--- src/hpc_pkg.sv ---
package hpc_pkg;

  // ****************************************
  // Timing
  // ****************************************
  localparam int CLK_HZ = 20_000_000;
  localparam int OFF_IGNORE_US = 500;
  localparam int OFF_IGNORE_CYC = OFF_IGNORE_US * (CLK_HZ / 1_000_000);
  localparam int MS_CYC = CLK_HZ / 1000;
  localparam int CUTOFF_MAX_MS = 20;
  localparam int CUTOFF_MAX_CYC = CUTOFF_MAX_MS * MS_CYC;
  localparam int CW = 20;

  // ****************************************
  // Register port
  // ****************************************
  localparam int AW = 5;
  localparam int DW = 8;
  localparam logic [4:0] ADDR_CTRL = 5'h00;
  localparam logic [4:0] ADDR_BRK_DLY = 5'h04;
  localparam logic [4:0] ADDR_MM_WIN = 5'h08;
  localparam logic [4:0] ADDR_STATUS = 5'h0c;
  localparam logic [4:0] ADDR_INT_STAT = 5'h10;
  localparam logic [4:0] ADDR_INT_MASK = 5'h14;

  // ****************************************
  // Fields and reset values
  // ****************************************
  localparam int CTRL_ALWAYS_BIT = 0;
  localparam int CTRL_DYNBRK_BIT = 1;
  localparam int CTRL_ALM_CLR_BIT = 2;
  localparam logic CTRL_ALWAYS_RST = 1'b0;
  localparam logic CTRL_DYNBRK_RST = 1'b1;
  localparam logic [7:0] BRK_DLY_RST = 8'h0a;
  localparam logic [7:0] MM_WIN_RST = 8'h0a;
  localparam int INT_W = 4;
  localparam int INT_CUT = 0;
  localparam int INT_REL = 1;
  localparam int INT_ALM = 2;
  localparam int INT_GLITCH = 3;
  localparam logic [3:0] INT_MASK_RST = 4'h0;

  typedef enum logic [1:0] {
    HPC_CUTOFF,
    HPC_BB,
    HPC_RUN,
    HPC_BRK_WAIT
  } hpc_state_t;

endpackage : hpc_pkg

--- src/hpc_cutoff_ctrl.sv ---
// Decided for this implementation: the plain strobed port and the placing of the registers.
`timescale 1ns/1ps
module hpc_cutoff_ctrl
  import hpc_pkg::*;
#(
  parameter int IGN_CYC = hpc_pkg::OFF_IGNORE_CYC,
  parameter int MS_CYC_P = hpc_pkg::MS_CYC,
  parameter int CUTOFF_CYC = hpc_pkg::CUTOFF_MAX_CYC
) (
  // Clock and reset
  input wire logic clk,
  input wire logic sys_rst,
  // Safety pins, high while ON
  input wire logic safety_cutoff_in_a,
  input wire logic safety_cutoff_in_b,
  // Host pins
  input wire logic servo_on_cmd,
  input wire logic main_power_ok,
  // Utility sequencer, same clock
  input wire logic utility_active,
  // Register port
  input wire logic [hpc_pkg::AW-1:0] reg_addr,
  input wire logic [hpc_pkg::DW-1:0] reg_wdata,
  input wire logic reg_wr,
  input wire logic reg_rd,
  output logic [hpc_pkg::DW-1:0] reg_rdata,
  // Drive outputs
  output logic power_stage_en,
  output logic servo_ready,
  output logic brake_release_out,
  output logic dyn_brake_out,
  output logic hard_power_cutoff,
  output logic input_mismatch_alarm,
  output logic utility_lock,
  output logic irq
);
  import hpc_pkg::*;

  typedef struct packed {
    logic [1:0] h1;
    logic [1:0] h2;
    hpc_state_t st;
    logic pwr_hold;
    logic util_lock;
    logic alarm;
    logic [CW-1:0] ms_cnt;
    logic ms_tick;
    logic [7:0] brk_cnt;
    logic [7:0] mm_cnt;
    logic always_set;
    logic dynbrk_set;
    logic [7:0] brk_dly;
    logic [7:0] mm_win;
    logic [INT_W-1:0] int_stat;
    logic [INT_W-1:0] int_mask;
    logic [DW-1:0] rdata;
    logic pwr_en;
    logic rdy;
    logic brk_rel;
    logic dyn_brk;
    logic cut;
    logic irq;
  } hpc_ctrl_t;

  hpc_ctrl_t r_reg;
  hpc_ctrl_t r_next;

  logic [1:0] pin_on;
  logic [1:0] f_on;
  logic [1:0] f_sync;
  logic [1:0] f_glitch;
  logic son;
  logic pwr_ok;
  logic both_on;
  logic [INT_W-1:0] ev;

  assign pin_on = {safety_cutoff_in_b, safety_cutoff_in_a};

  // ****************************************
  // Input filters
  // ****************************************
  genvar gi;
  generate
    for (gi = 0; gi < 2; gi++) begin : g_ch
      logic [CW-1:0] off_run;

      hpc_off_filter #(
        .IGN_CYC(IGN_CYC),
        .CW(CW)
      ) u_filt (
        .clk(clk),
        .sys_rst(sys_rst),
        .pin_on(pin_on[gi]),
        .on_out(f_on[gi]),
        .on_sync(f_sync[gi]),
        .glitch(f_glitch[gi])
      );

      // Consecutive synchronised OFF cycles
      always_ff @(posedge clk or posedge sys_rst) begin
        if (sys_rst) begin
          off_run <= '0;
        end else if (f_sync[gi]) begin
          off_run <= '0;
        end else if (off_run != '1) begin
          off_run <= off_run + 1'b1;
        end
      end

    end
  endgenerate

  // ****************************************
  // Control logic
  // ****************************************
  always_comb begin
    r_next = r_reg;
    ev = '0;
    r_next.h1 = {main_power_ok, servo_on_cmd};
    r_next.h2 = r_reg.h1;
    son = r_reg.h2[0] | r_reg.always_set;
    pwr_ok = r_reg.h2[1];
    both_on = &f_on;

    // Millisecond tick
    r_next.ms_tick = 1'b0;
    if (r_reg.ms_cnt == CW'(MS_CYC_P - 1)) begin
      r_next.ms_cnt = '0;
      r_next.ms_tick = 1'b1;
    end else begin
      r_next.ms_cnt = r_reg.ms_cnt + 1'b1;
    end

    // Register writes
    if (reg_wr) begin
      case (reg_addr)
        ADDR_CTRL: begin
          r_next.always_set = reg_wdata[CTRL_ALWAYS_BIT];
          r_next.dynbrk_set = reg_wdata[CTRL_DYNBRK_BIT];
          if (reg_wdata[CTRL_ALM_CLR_BIT]) begin
            r_next.alarm = 1'b0;
          end
        end
        ADDR_BRK_DLY: r_next.brk_dly = reg_wdata;
        ADDR_MM_WIN: r_next.mm_win = reg_wdata;
        ADDR_INT_STAT: r_next.int_stat = r_reg.int_stat & ~reg_wdata[INT_W-1:0];
        ADDR_INT_MASK: r_next.int_mask = reg_wdata[INT_W-1:0];
        default: ;
      endcase
    end

    // Channel mismatch window
    if (f_on[0] != f_on[1]) begin
      if (r_reg.mm_cnt >= r_reg.mm_win) begin
        if (!r_reg.alarm) begin
          ev[INT_ALM] = 1'b1;
        end
        r_next.alarm = 1'b1;
      end else if (r_reg.ms_tick) begin
        r_next.mm_cnt = r_reg.mm_cnt + 1'b1;
      end
    end else begin
      r_next.mm_cnt = '0;
    end

    // Utility must be left before release
    if (!utility_active) begin
      r_next.util_lock = 1'b0;
    end

    // Main power loss while cut off
    if (r_reg.st == HPC_CUTOFF && !pwr_ok) begin
      r_next.pwr_hold = 1'b1;
    end else if (!son) begin
      r_next.pwr_hold = 1'b0;
    end

    case (r_reg.st)
      HPC_CUTOFF: begin
        if (both_on && !son && !r_reg.pwr_hold && !r_reg.util_lock) begin
          r_next.st = HPC_BB;
          ev[INT_REL] = 1'b1;
        end
      end
      HPC_BB: begin
        if (son && pwr_ok) begin
          r_next.st = HPC_RUN;
        end
      end
      HPC_RUN: begin
        if (!son || !pwr_ok) begin
          r_next.st = HPC_BRK_WAIT;
          r_next.brk_cnt = '0;
        end
      end
      HPC_BRK_WAIT: begin
        // Brake engages first, power holds for the delay
        if (r_reg.brk_cnt >= r_reg.brk_dly) begin
          r_next.st = HPC_BB;
        end else if (r_reg.ms_tick) begin
          r_next.brk_cnt = r_reg.brk_cnt + 1'b1;
        end
      end
      default: r_next.st = HPC_CUTOFF;
    endcase

    // Cutoff overrides every state
    if (!both_on && r_reg.st != HPC_CUTOFF) begin
      r_next.st = HPC_CUTOFF;
      ev[INT_CUT] = 1'b1;
      if (utility_active) begin
        r_next.util_lock = 1'b1;
      end
    end

    ev[INT_GLITCH] = |f_glitch;
    r_next.int_stat = r_next.int_stat | ev;
    r_next.irq = |(r_next.int_stat & r_next.int_mask);

    // Outputs follow the next state
    r_next.cut = (r_next.st == HPC_CUTOFF);
    r_next.pwr_en = (r_next.st == HPC_RUN) || (r_next.st == HPC_BRK_WAIT);
    r_next.rdy = !r_next.cut;
    r_next.brk_rel = (r_next.st == HPC_RUN);
    r_next.dyn_brk = r_next.cut && r_reg.dynbrk_set;

    // Register reads, data one cycle later
    r_next.rdata = '0;
    if (reg_rd) begin
      case (reg_addr)
        ADDR_CTRL: begin
          r_next.rdata[CTRL_ALWAYS_BIT] = r_reg.always_set;
          r_next.rdata[CTRL_DYNBRK_BIT] = r_reg.dynbrk_set;
        end
        ADDR_BRK_DLY: r_next.rdata = r_reg.brk_dly;
        ADDR_MM_WIN: r_next.rdata = r_reg.mm_win;
        ADDR_STATUS: begin
          r_next.rdata = {1'b0, r_reg.pwr_hold, r_reg.util_lock,
                          r_reg.alarm, f_on, r_reg.st};
        end
        ADDR_INT_STAT: r_next.rdata[INT_W-1:0] = r_reg.int_stat;
        ADDR_INT_MASK: r_next.rdata[INT_W-1:0] = r_reg.int_mask;
        default: r_next.rdata = '0;
      endcase
    end
  end

  always_ff @(posedge clk or posedge sys_rst) begin
    if (sys_rst) begin
      r_reg <= '0;
      r_reg.st <= HPC_CUTOFF;
      r_reg.cut <= 1'b1;
      r_reg.dyn_brk <= CTRL_DYNBRK_RST;
      r_reg.always_set <= CTRL_ALWAYS_RST;
      r_reg.dynbrk_set <= CTRL_DYNBRK_RST;
      r_reg.brk_dly <= BRK_DLY_RST;
      r_reg.mm_win <= MM_WIN_RST;
      r_reg.int_mask <= INT_MASK_RST;
    end else begin
      r_reg <= r_next;
    end
  end

  assign reg_rdata = r_reg.rdata;
  assign power_stage_en = r_reg.pwr_en;
  assign servo_ready = r_reg.rdy;
  assign brake_release_out = r_reg.brk_rel;
  assign dyn_brake_out = r_reg.dyn_brk;
  assign hard_power_cutoff = r_reg.cut;
  assign input_mismatch_alarm = r_reg.alarm;
  assign utility_lock = r_reg.util_lock;
  assign irq = r_reg.irq;

  // ****************************************
  // Checks
  // ****************************************
  logic [CW-1:0] both_off_run;

  always_ff @(posedge clk or posedge sys_rst) begin
    if (sys_rst) begin
      both_off_run <= '0;
    end else if (|f_sync) begin
      both_off_run <= '0;
    end else if (both_off_run != '1) begin
      both_off_run <= both_off_run + 1'b1;
    end
  end
endmodule : hpc_cutoff_ctrl

--- src/hpc_off_filter.sv ---
`timescale 1ns/1ps
module hpc_off_filter #(
  parameter int IGN_CYC = 10000,
  parameter int CW = 20
) (
  // Clock and reset
  input wire logic clk,
  input wire logic sys_rst,
  // Raw pin, high while ON
  input wire logic pin_on,
  // Filtered level and events
  output logic on_out,
  output logic on_sync,
  output logic glitch
);

  typedef struct packed {
    logic s1;
    logic s2;
    logic on;
    logic [CW-1:0] cnt;
    logic glitch;
  } hpc_filt_t;

  hpc_filt_t r_reg;
  hpc_filt_t r_next;

  always_comb begin
    r_next = r_reg;
    r_next.s1 = pin_on;
    r_next.s2 = r_reg.s1;
    r_next.glitch = 1'b0;
    if (r_reg.s2) begin
      // Short OFF pulse never reached the threshold
      r_next.glitch = r_reg.on && (r_reg.cnt != '0);
      r_next.cnt = '0;
      r_next.on = 1'b1;
    end else if (r_reg.cnt >= CW'(IGN_CYC)) begin
      r_next.on = 1'b0;
    end else begin
      r_next.cnt = r_reg.cnt + 1'b1;
    end
  end

  always_ff @(posedge clk or posedge sys_rst) begin
    if (sys_rst) begin
      r_reg <= '0;
    end else begin
      r_reg <= r_next;
    end
  end

  assign on_out = r_reg.on;
  assign on_sync = r_reg.s2;
  assign glitch = r_reg.glitch;

endmodule : hpc_off_filter

--- config.mk ---
export PLATFORM = sky130hd
export DESIGN_NAME = hpc_cutoff_ctrl
export DESIGN_NICKNAME = d
export VERILOG_FILES = /design/src/hpc_pkg.sv /design/src/hpc_cutoff_ctrl.sv /design/src/hpc_off_filter.sv
export SDC_FILE = /design/constraint.sdc
export NUM_CORES = 1
export LEC_CHECK = 0
export ABC_AREA = 1
export BUFFER_PORTS_ARGS = -buffer_cell sky130_fd_sc_hd__buf_2
export CAP_MARGIN = 5
export CORE_MARGIN = 2
export CORE_UTILIZATION = 35
export DETAILED_ROUTE_END_ITERATION = 8
export PLACE_DENSITY = 0.57
export SYNTH_ARGS = -nofsm -noshare
export SYNTH_HDL_FRONTEND = slang
export SYNTH_SLANG_ARGS = --single-unit
--- constraint.sdc ---
create_clock -name clk -period 12.65 [get_ports clk]
set_input_delay 1.265 -clock clk [delete_from_list [all_inputs] [get_ports clk]]
set_output_delay 1.265 -clock clk [all_outputs]
set_load 0.01 [all_outputs]
# After elaboration in Yosys (flattened, before gate mapping)
# Index checks and enable logic that the tools add are counted.
[totals]
ff_bits = 134
[op_classes]
bitwise = 5
n_reduce_logical = 34
n_eq_ne = 20
addsub = 5
n_mux = 46
n_lt_le_gt_ge = 4
[op_table]
columns = ["op", "n"]
rows = [
  ["8-bit 2-to-1 mux", 8],
  ["20-bit by 1-bit adder with 20-bit output, second input constant", 3],
  ["20-bit 2-to-1 mux", 3],
  ["21-bit 2-to-1 mux", 2],
  ["20-bit by 14-bit greater-or-equal comparator with 1-bit output, second input constant", 2],
  ["20-bit nonzero test", 2],
  ["1-bit 2-to-1 mux", 21],
  ["20-bit by 15-bit == test with 1-bit output, second input constant", 1],
  ["8-bit by 1-bit adder with 8-bit output, second input constant", 2],
  ["8-bit greater-or-equal comparator", 2],
  ["8-bit one-hot mux with 2 select lines", 1],
  ["2-bit one-hot mux with 6 select lines", 1],
  ["4-bit one-hot mux with 3 select lines", 1],
  ["5-bit by 4-bit == test with 1-bit output, second input constant", 2],
  ["5-bit == test, second input constant", 2],
  ["2-bit 2-to-1 mux", 5],
  ["2-bit != test, second input constant", 5],
  ["2-bit one-hot mux with 5 select lines", 1],
  ["2-bit AND reduction", 5],
  ["1-bit logical AND", 9],
  ["4-bit bitwise AND", 2],
  ["2-bit == test, second input constant", 4],
  ["4-bit 2-to-1 mux", 2],
  ["2-bit one-hot mux with 4 select lines", 1],
  ["other kinds (15)", 27],
]

# Depth between registers and ports, before layout
[logic_depth]
ltp_word = 10
mapped_depth = 14
ltp_nobuf = 13

# Hierarchy
# From an unflattened synthesis, not the netlist that was laid out.
[unflattened]
cells_unflattened = 937
area_unflattened_um2 = 7516.0
[modules_own_cells]
columns = ["module", "area_each_um2", "cells_each", "instances", "seq_area_each_um2"]
rows = [
  ["hpc_cutoff_ctrl", 4693.3, 569, 1, 2160.8],
  ["hpc_off_filter", 1411.4, 184, 2, 600.6],
]

# Worst setup path before layout
# Ideal clock, no wire load.
[synth_path]
path_kind = "input to register"
start = "in reg_addr[1] (netlist bit)"
end = "reg r_reg[30] (netlist bit)"
t_arrival_ns = 2.087
stages = 9
required_time_ns = 12.530
path_buffers = 1
setup_ns = 0.120
slack_ns = 10.443
path_cell_list = "nor2_4 > nand2_2 > nor2_1 > nand2_2 > clkinv_2 > nand2_4 > buf_6 > nand2_1 > o21ai_2"
[synth_between]
elab_chain_cells = 2
[synth_lines]
columns = ["item", "line", "source"]
rows = [
  ["from (decl)", "hpc_cutoff_ctrl.sv:22", "input wire logic [hpc_pkg::AW-1:0] reg_addr,"],
  ["5-bit by 3-bit == test with 1-bit output", "hpc_cutoff_ctrl.sv:136", "case (reg_addr)"],
  ["2-bit AND reduction (no line)", "n/a", ""],
  ["to (signal assigned)", "hpc_cutoff_ctrl.sv:260", "r_reg <= r_next;"],
  ["to (decl)", "hpc_cutoff_ctrl.sv:65", "hpc_ctrl_t r_reg;"],
]
# No other way between the ends.
# A chain may end at the register's enable or synchronous reset.

# Worst setup path in the final report
[layout_path]
start = "reg r_reg (netlist bit hard_power_cutoff)"
end = "out hard_power_cutoff"
[layout_rtl]
columns = ["item", "line", "source"]
rows = [
  ["to (decl)", "hpc_cutoff_ctrl.sv:32", "output logic hard_power_cutoff,"],
]
# No word-level cell between the ends.

==> impl_metrics.yaml <==
cts:
  cts_buffers: 17
  cts_root_buffer: "clkbuf_16"
  cts_resized: 0
  clock-sinks: 134
  postCtsHoldBufs: 0
  clockBufferDepth: 2
  clk_pin_slew_ns: 0.06
  cts_setup_buffers: 0
  clock_latency_ns: 0.42
  cts_tree: "built"
  htreeDepth: 4
critical_path:
  cp_max_fo: 1
  worstSetupEndpointType: "primary output"
  cp_data_required_time_ns: 11.39
  crit_chain: "buf_2"
  arrival_ns: 1.06
  criticalPathCategory: "reg2out"
  rrSetupSlack_ns: 10.64
  critPathTopFamily: "flip-flops"
  cp-start-kind: "flop"
  path_buf_inv: 1
  critPathSlowestCell: "dfstp_2"
  cp_slowest_stage_delay_ns: 0.52
placed_design:
  place.detailed.hpwl_mm: 11.2
  place_congestion: 0.818
  numPortBuffers: 37
power_and_ir_drop:
  leakagePower_uw: 0.00401
  p_clk_share_pct: 46.3
  ir_drop_mv: 0.0994
  powerDensity_nw_per_um2: 142
  switching_power_uw: 302
  p_int_uw: 855
  p_comb_share_pct: 11.5
  p_seq_share_pct: 42.2
  sw_frac_of_total_pct: 26.1
  p_total_uw: 1160
synth:
  syn_inst: 860
  syn_avg_cell_area_um2: 8.26
  synth_edf_count: 0
  yosysTopAreaCellShare_pct: 44.7
  async_flop_share_pct: 100
  synth_top_area_cell: "dfrtp_1"
  yosys.cell_types.count: 44
  ys_seq_elements: 134
  yosys_warnings: 0
  synth-seq-area-share_pct: 47.3
  synthTopCellsByArea: "dfrtp_1 (45%), nand2_1 (11%), inv_1 (6.3%)"
  synthFlopType: "dfrtp_1"
  netlist_area_um2: 7110
  syn_nets: 906
hold_path:
  hold_path_class: "reg2reg"
die:
  fp-row-count: 52
  core_um2: 20100
  chipWidth_um: 146
  die_area_um2: 21500
  dieHeight_um: 146
  start_util_pct: 35.3
  num_io_pins: 38
sta:
  rsz0062_at_grt: "no"
  finalSetupViolations: 0
  tightestPinTransition_ns: 0.731
  tns_ns: 0
  max_freq_mhz: 429
  slew_headroom_pct: 51.2
  period_needed_ns: 2.33
  finClkSkew_ns: 0.00922
  slew_violations: 0
  finalHoldViolCount: 0
  period_share_pct: 18.4
global_route:
  grt_overflow: 0
  grt_pass1_vias: 5462
  antenna_found_initial: 1
  track_usage_pct: 15.6
  grt_pass1_wl_mm: 26.6
  grt_max_degree: 78
layout:
  area_growth_pct: 14.4
  fin_util_pct: 40.4
  largest_reg_flops: 67
  fill_cells: 2017
  drive_above_1_share_pct: 15.2
  final_nets: 943
routing:
  postRouteAntennaNets: 0
  drt-pass1-iter-count: 6
  drc_errors: 0
  routed_via_density: 4.66
  vias: 5507
  drt_wl_total_mm: 15.5
  drt_iter0_drc: 341
  wl_per_cell_um: 13.1
run_status:
  status: "finished, final reports clean"
run:
  maxCapViolCount: 0
[worst register-to-register path: stages (launching register included)]
cell and delay (ns):
dfstp_2 0.53, inv_1 0.08, ha_1 0.32, nand2_1 0.08, nor2_1 0.05, nor2_1 0.08, nand2_1 0.06, nand2_1 0.05
nand2_1 0.05, nand2_1 0.10, nand2_1 0.27, nand2_1 0.13, o21ai_0 0.09
[power by group through the flow]
stage          registers (µW)  logic (µW)  clock network, µW
2_1_floorplan             489        96.9                  0
3_3_place_gp              495         133                  0
3_5_place_dp              495         136                  0
4_1_cts                   488         137                548
5_1_grt                   492         155                571
6_report                  488         134                536
[cell families (layout without fill, tap and decap cells)]
logic type,after synthesis,in the layout,synth area share (%)
and+or+nand+nor,423,423,26.9
buffers and inverters,147,197,8.98
DFF,134,134,47.3
AOI/OAI and AO/OA,98,98,8.36
xor gates and xnor gates,34,34,4.19
adders and majority gates,24,24,4.23
other,0,1,0
[cell usage in the layout (no fill, tap or decap), types with 3 or more instances in the layout]
cell and count:
a21oi_1 12, buf_2 37, bufinv_16 4, clkbuf_16 17
clkbuf_8 3, clkinv_2 3, clkinv_4 3, dfrtp_1 127
dfstp_2 7, ha_1 24, inv_1 119, inv_2 4
nand2_1 214, nand2_2 11, nand2_4 4, nand3_1 42
nand3_2 5, nand3b_1 3, nand4_1 16, nor2_1 85
nor2_2 7, nor2_4 3, nor3_1 17, nor3_2 3
nor4_1 6, o21ai_0 41, o21ai_1 10, o21ai_2 13
o21bai_1 3, o22ai_1 4, o31ai_1 7, or2_2 4
xnor2_1 11, xor2_1 23
[layout make-up]
cell class,count,area (µm²),share of cell area [%]
flip-flops and latches,134,3360,41.3
multi-input cells,579,3110,38.2
well taps,270,338,4.15
repair buffers,38,193,2.37
inverters,127,488,6.00
diodes,1,2.50,0.0308
clock inverters,11,171,2.11
clock buffers,21,470,5.79
[metal layers]
layer	wire length (µm)	GRT usage [%]
met3	613	4.41
met2	7160	24.4
met1	7450	20.8
met5	0	0
met4	267	5.68
[cells in the mapped netlist, types with 2 or more instances]
library cell  instances
nor3_2                3
nand2_2              11
buf_4                 9
nand3_2               5
nor2_2                7
o21a_1                2
dfrtp_1             127
or2_2                 4
inv_2                 4
a21oi_1              12
clkbuf_1              4
nor3_1               17
o21ai_0              41
o21bai_1              3
o21ai_2              13
nor2_1               85
xnor2_1              11
a21oi_2               2
o22ai_1               4
nand3_1              42
ha_1                 24
o31ai_1               7
nand2_4               4
xor2_1               23
nand3b_1              3
dfstp_2               7
nor4_1                6
nand4_1              16
inv_1               120
buf_6                 6
o21ai_1              10
nor2_4                3
nand2_1             214
[per-stage QoR]
stage	hold WS [ns]	instances	instance area, µm²	setup slack (ns)
2_1_floorplan	0.331	860	7110	7.81
3_3_place_gp	0.333	1148	7490	9.92
3_5_place_dp	0.338	1148	7490	9.90
4_1_cts	0.346	1180	8130	10.30
5_1_grt	0.368	1180	8130	10.20
6_report	0.343	1181	8130	10.32
[worst paths after layout]
path / from / endpoint / depth (start not counted)
max: hard_power_cutoff$_DFF_PP1_ / hard_power_cutoff / 1
min: g_ch[1].u_filt.r_next[22]$_DFF_PP0_ / g_ch[1].u_filt.on_sync$_DFF_PP0_ / 0
max reg2reg: r_reg[33]$_DFFE_PP1P_ / r_reg[55]$_DFFE_PP0P_ / 12
min reg2reg: g_ch[1].u_filt.r_next[22]$_DFF_PP0_ / g_ch[1].u_filt.on_sync$_DFF_PP0_ / 0
max in group asynchronous: sys_rst / reg_rdata[4]$_DFF_PP0_ / 3
min in group asynchronous: sys_rst / r_reg[75]$_DFF_PP0_ / 2
Power figures use the tool's default switching activity.
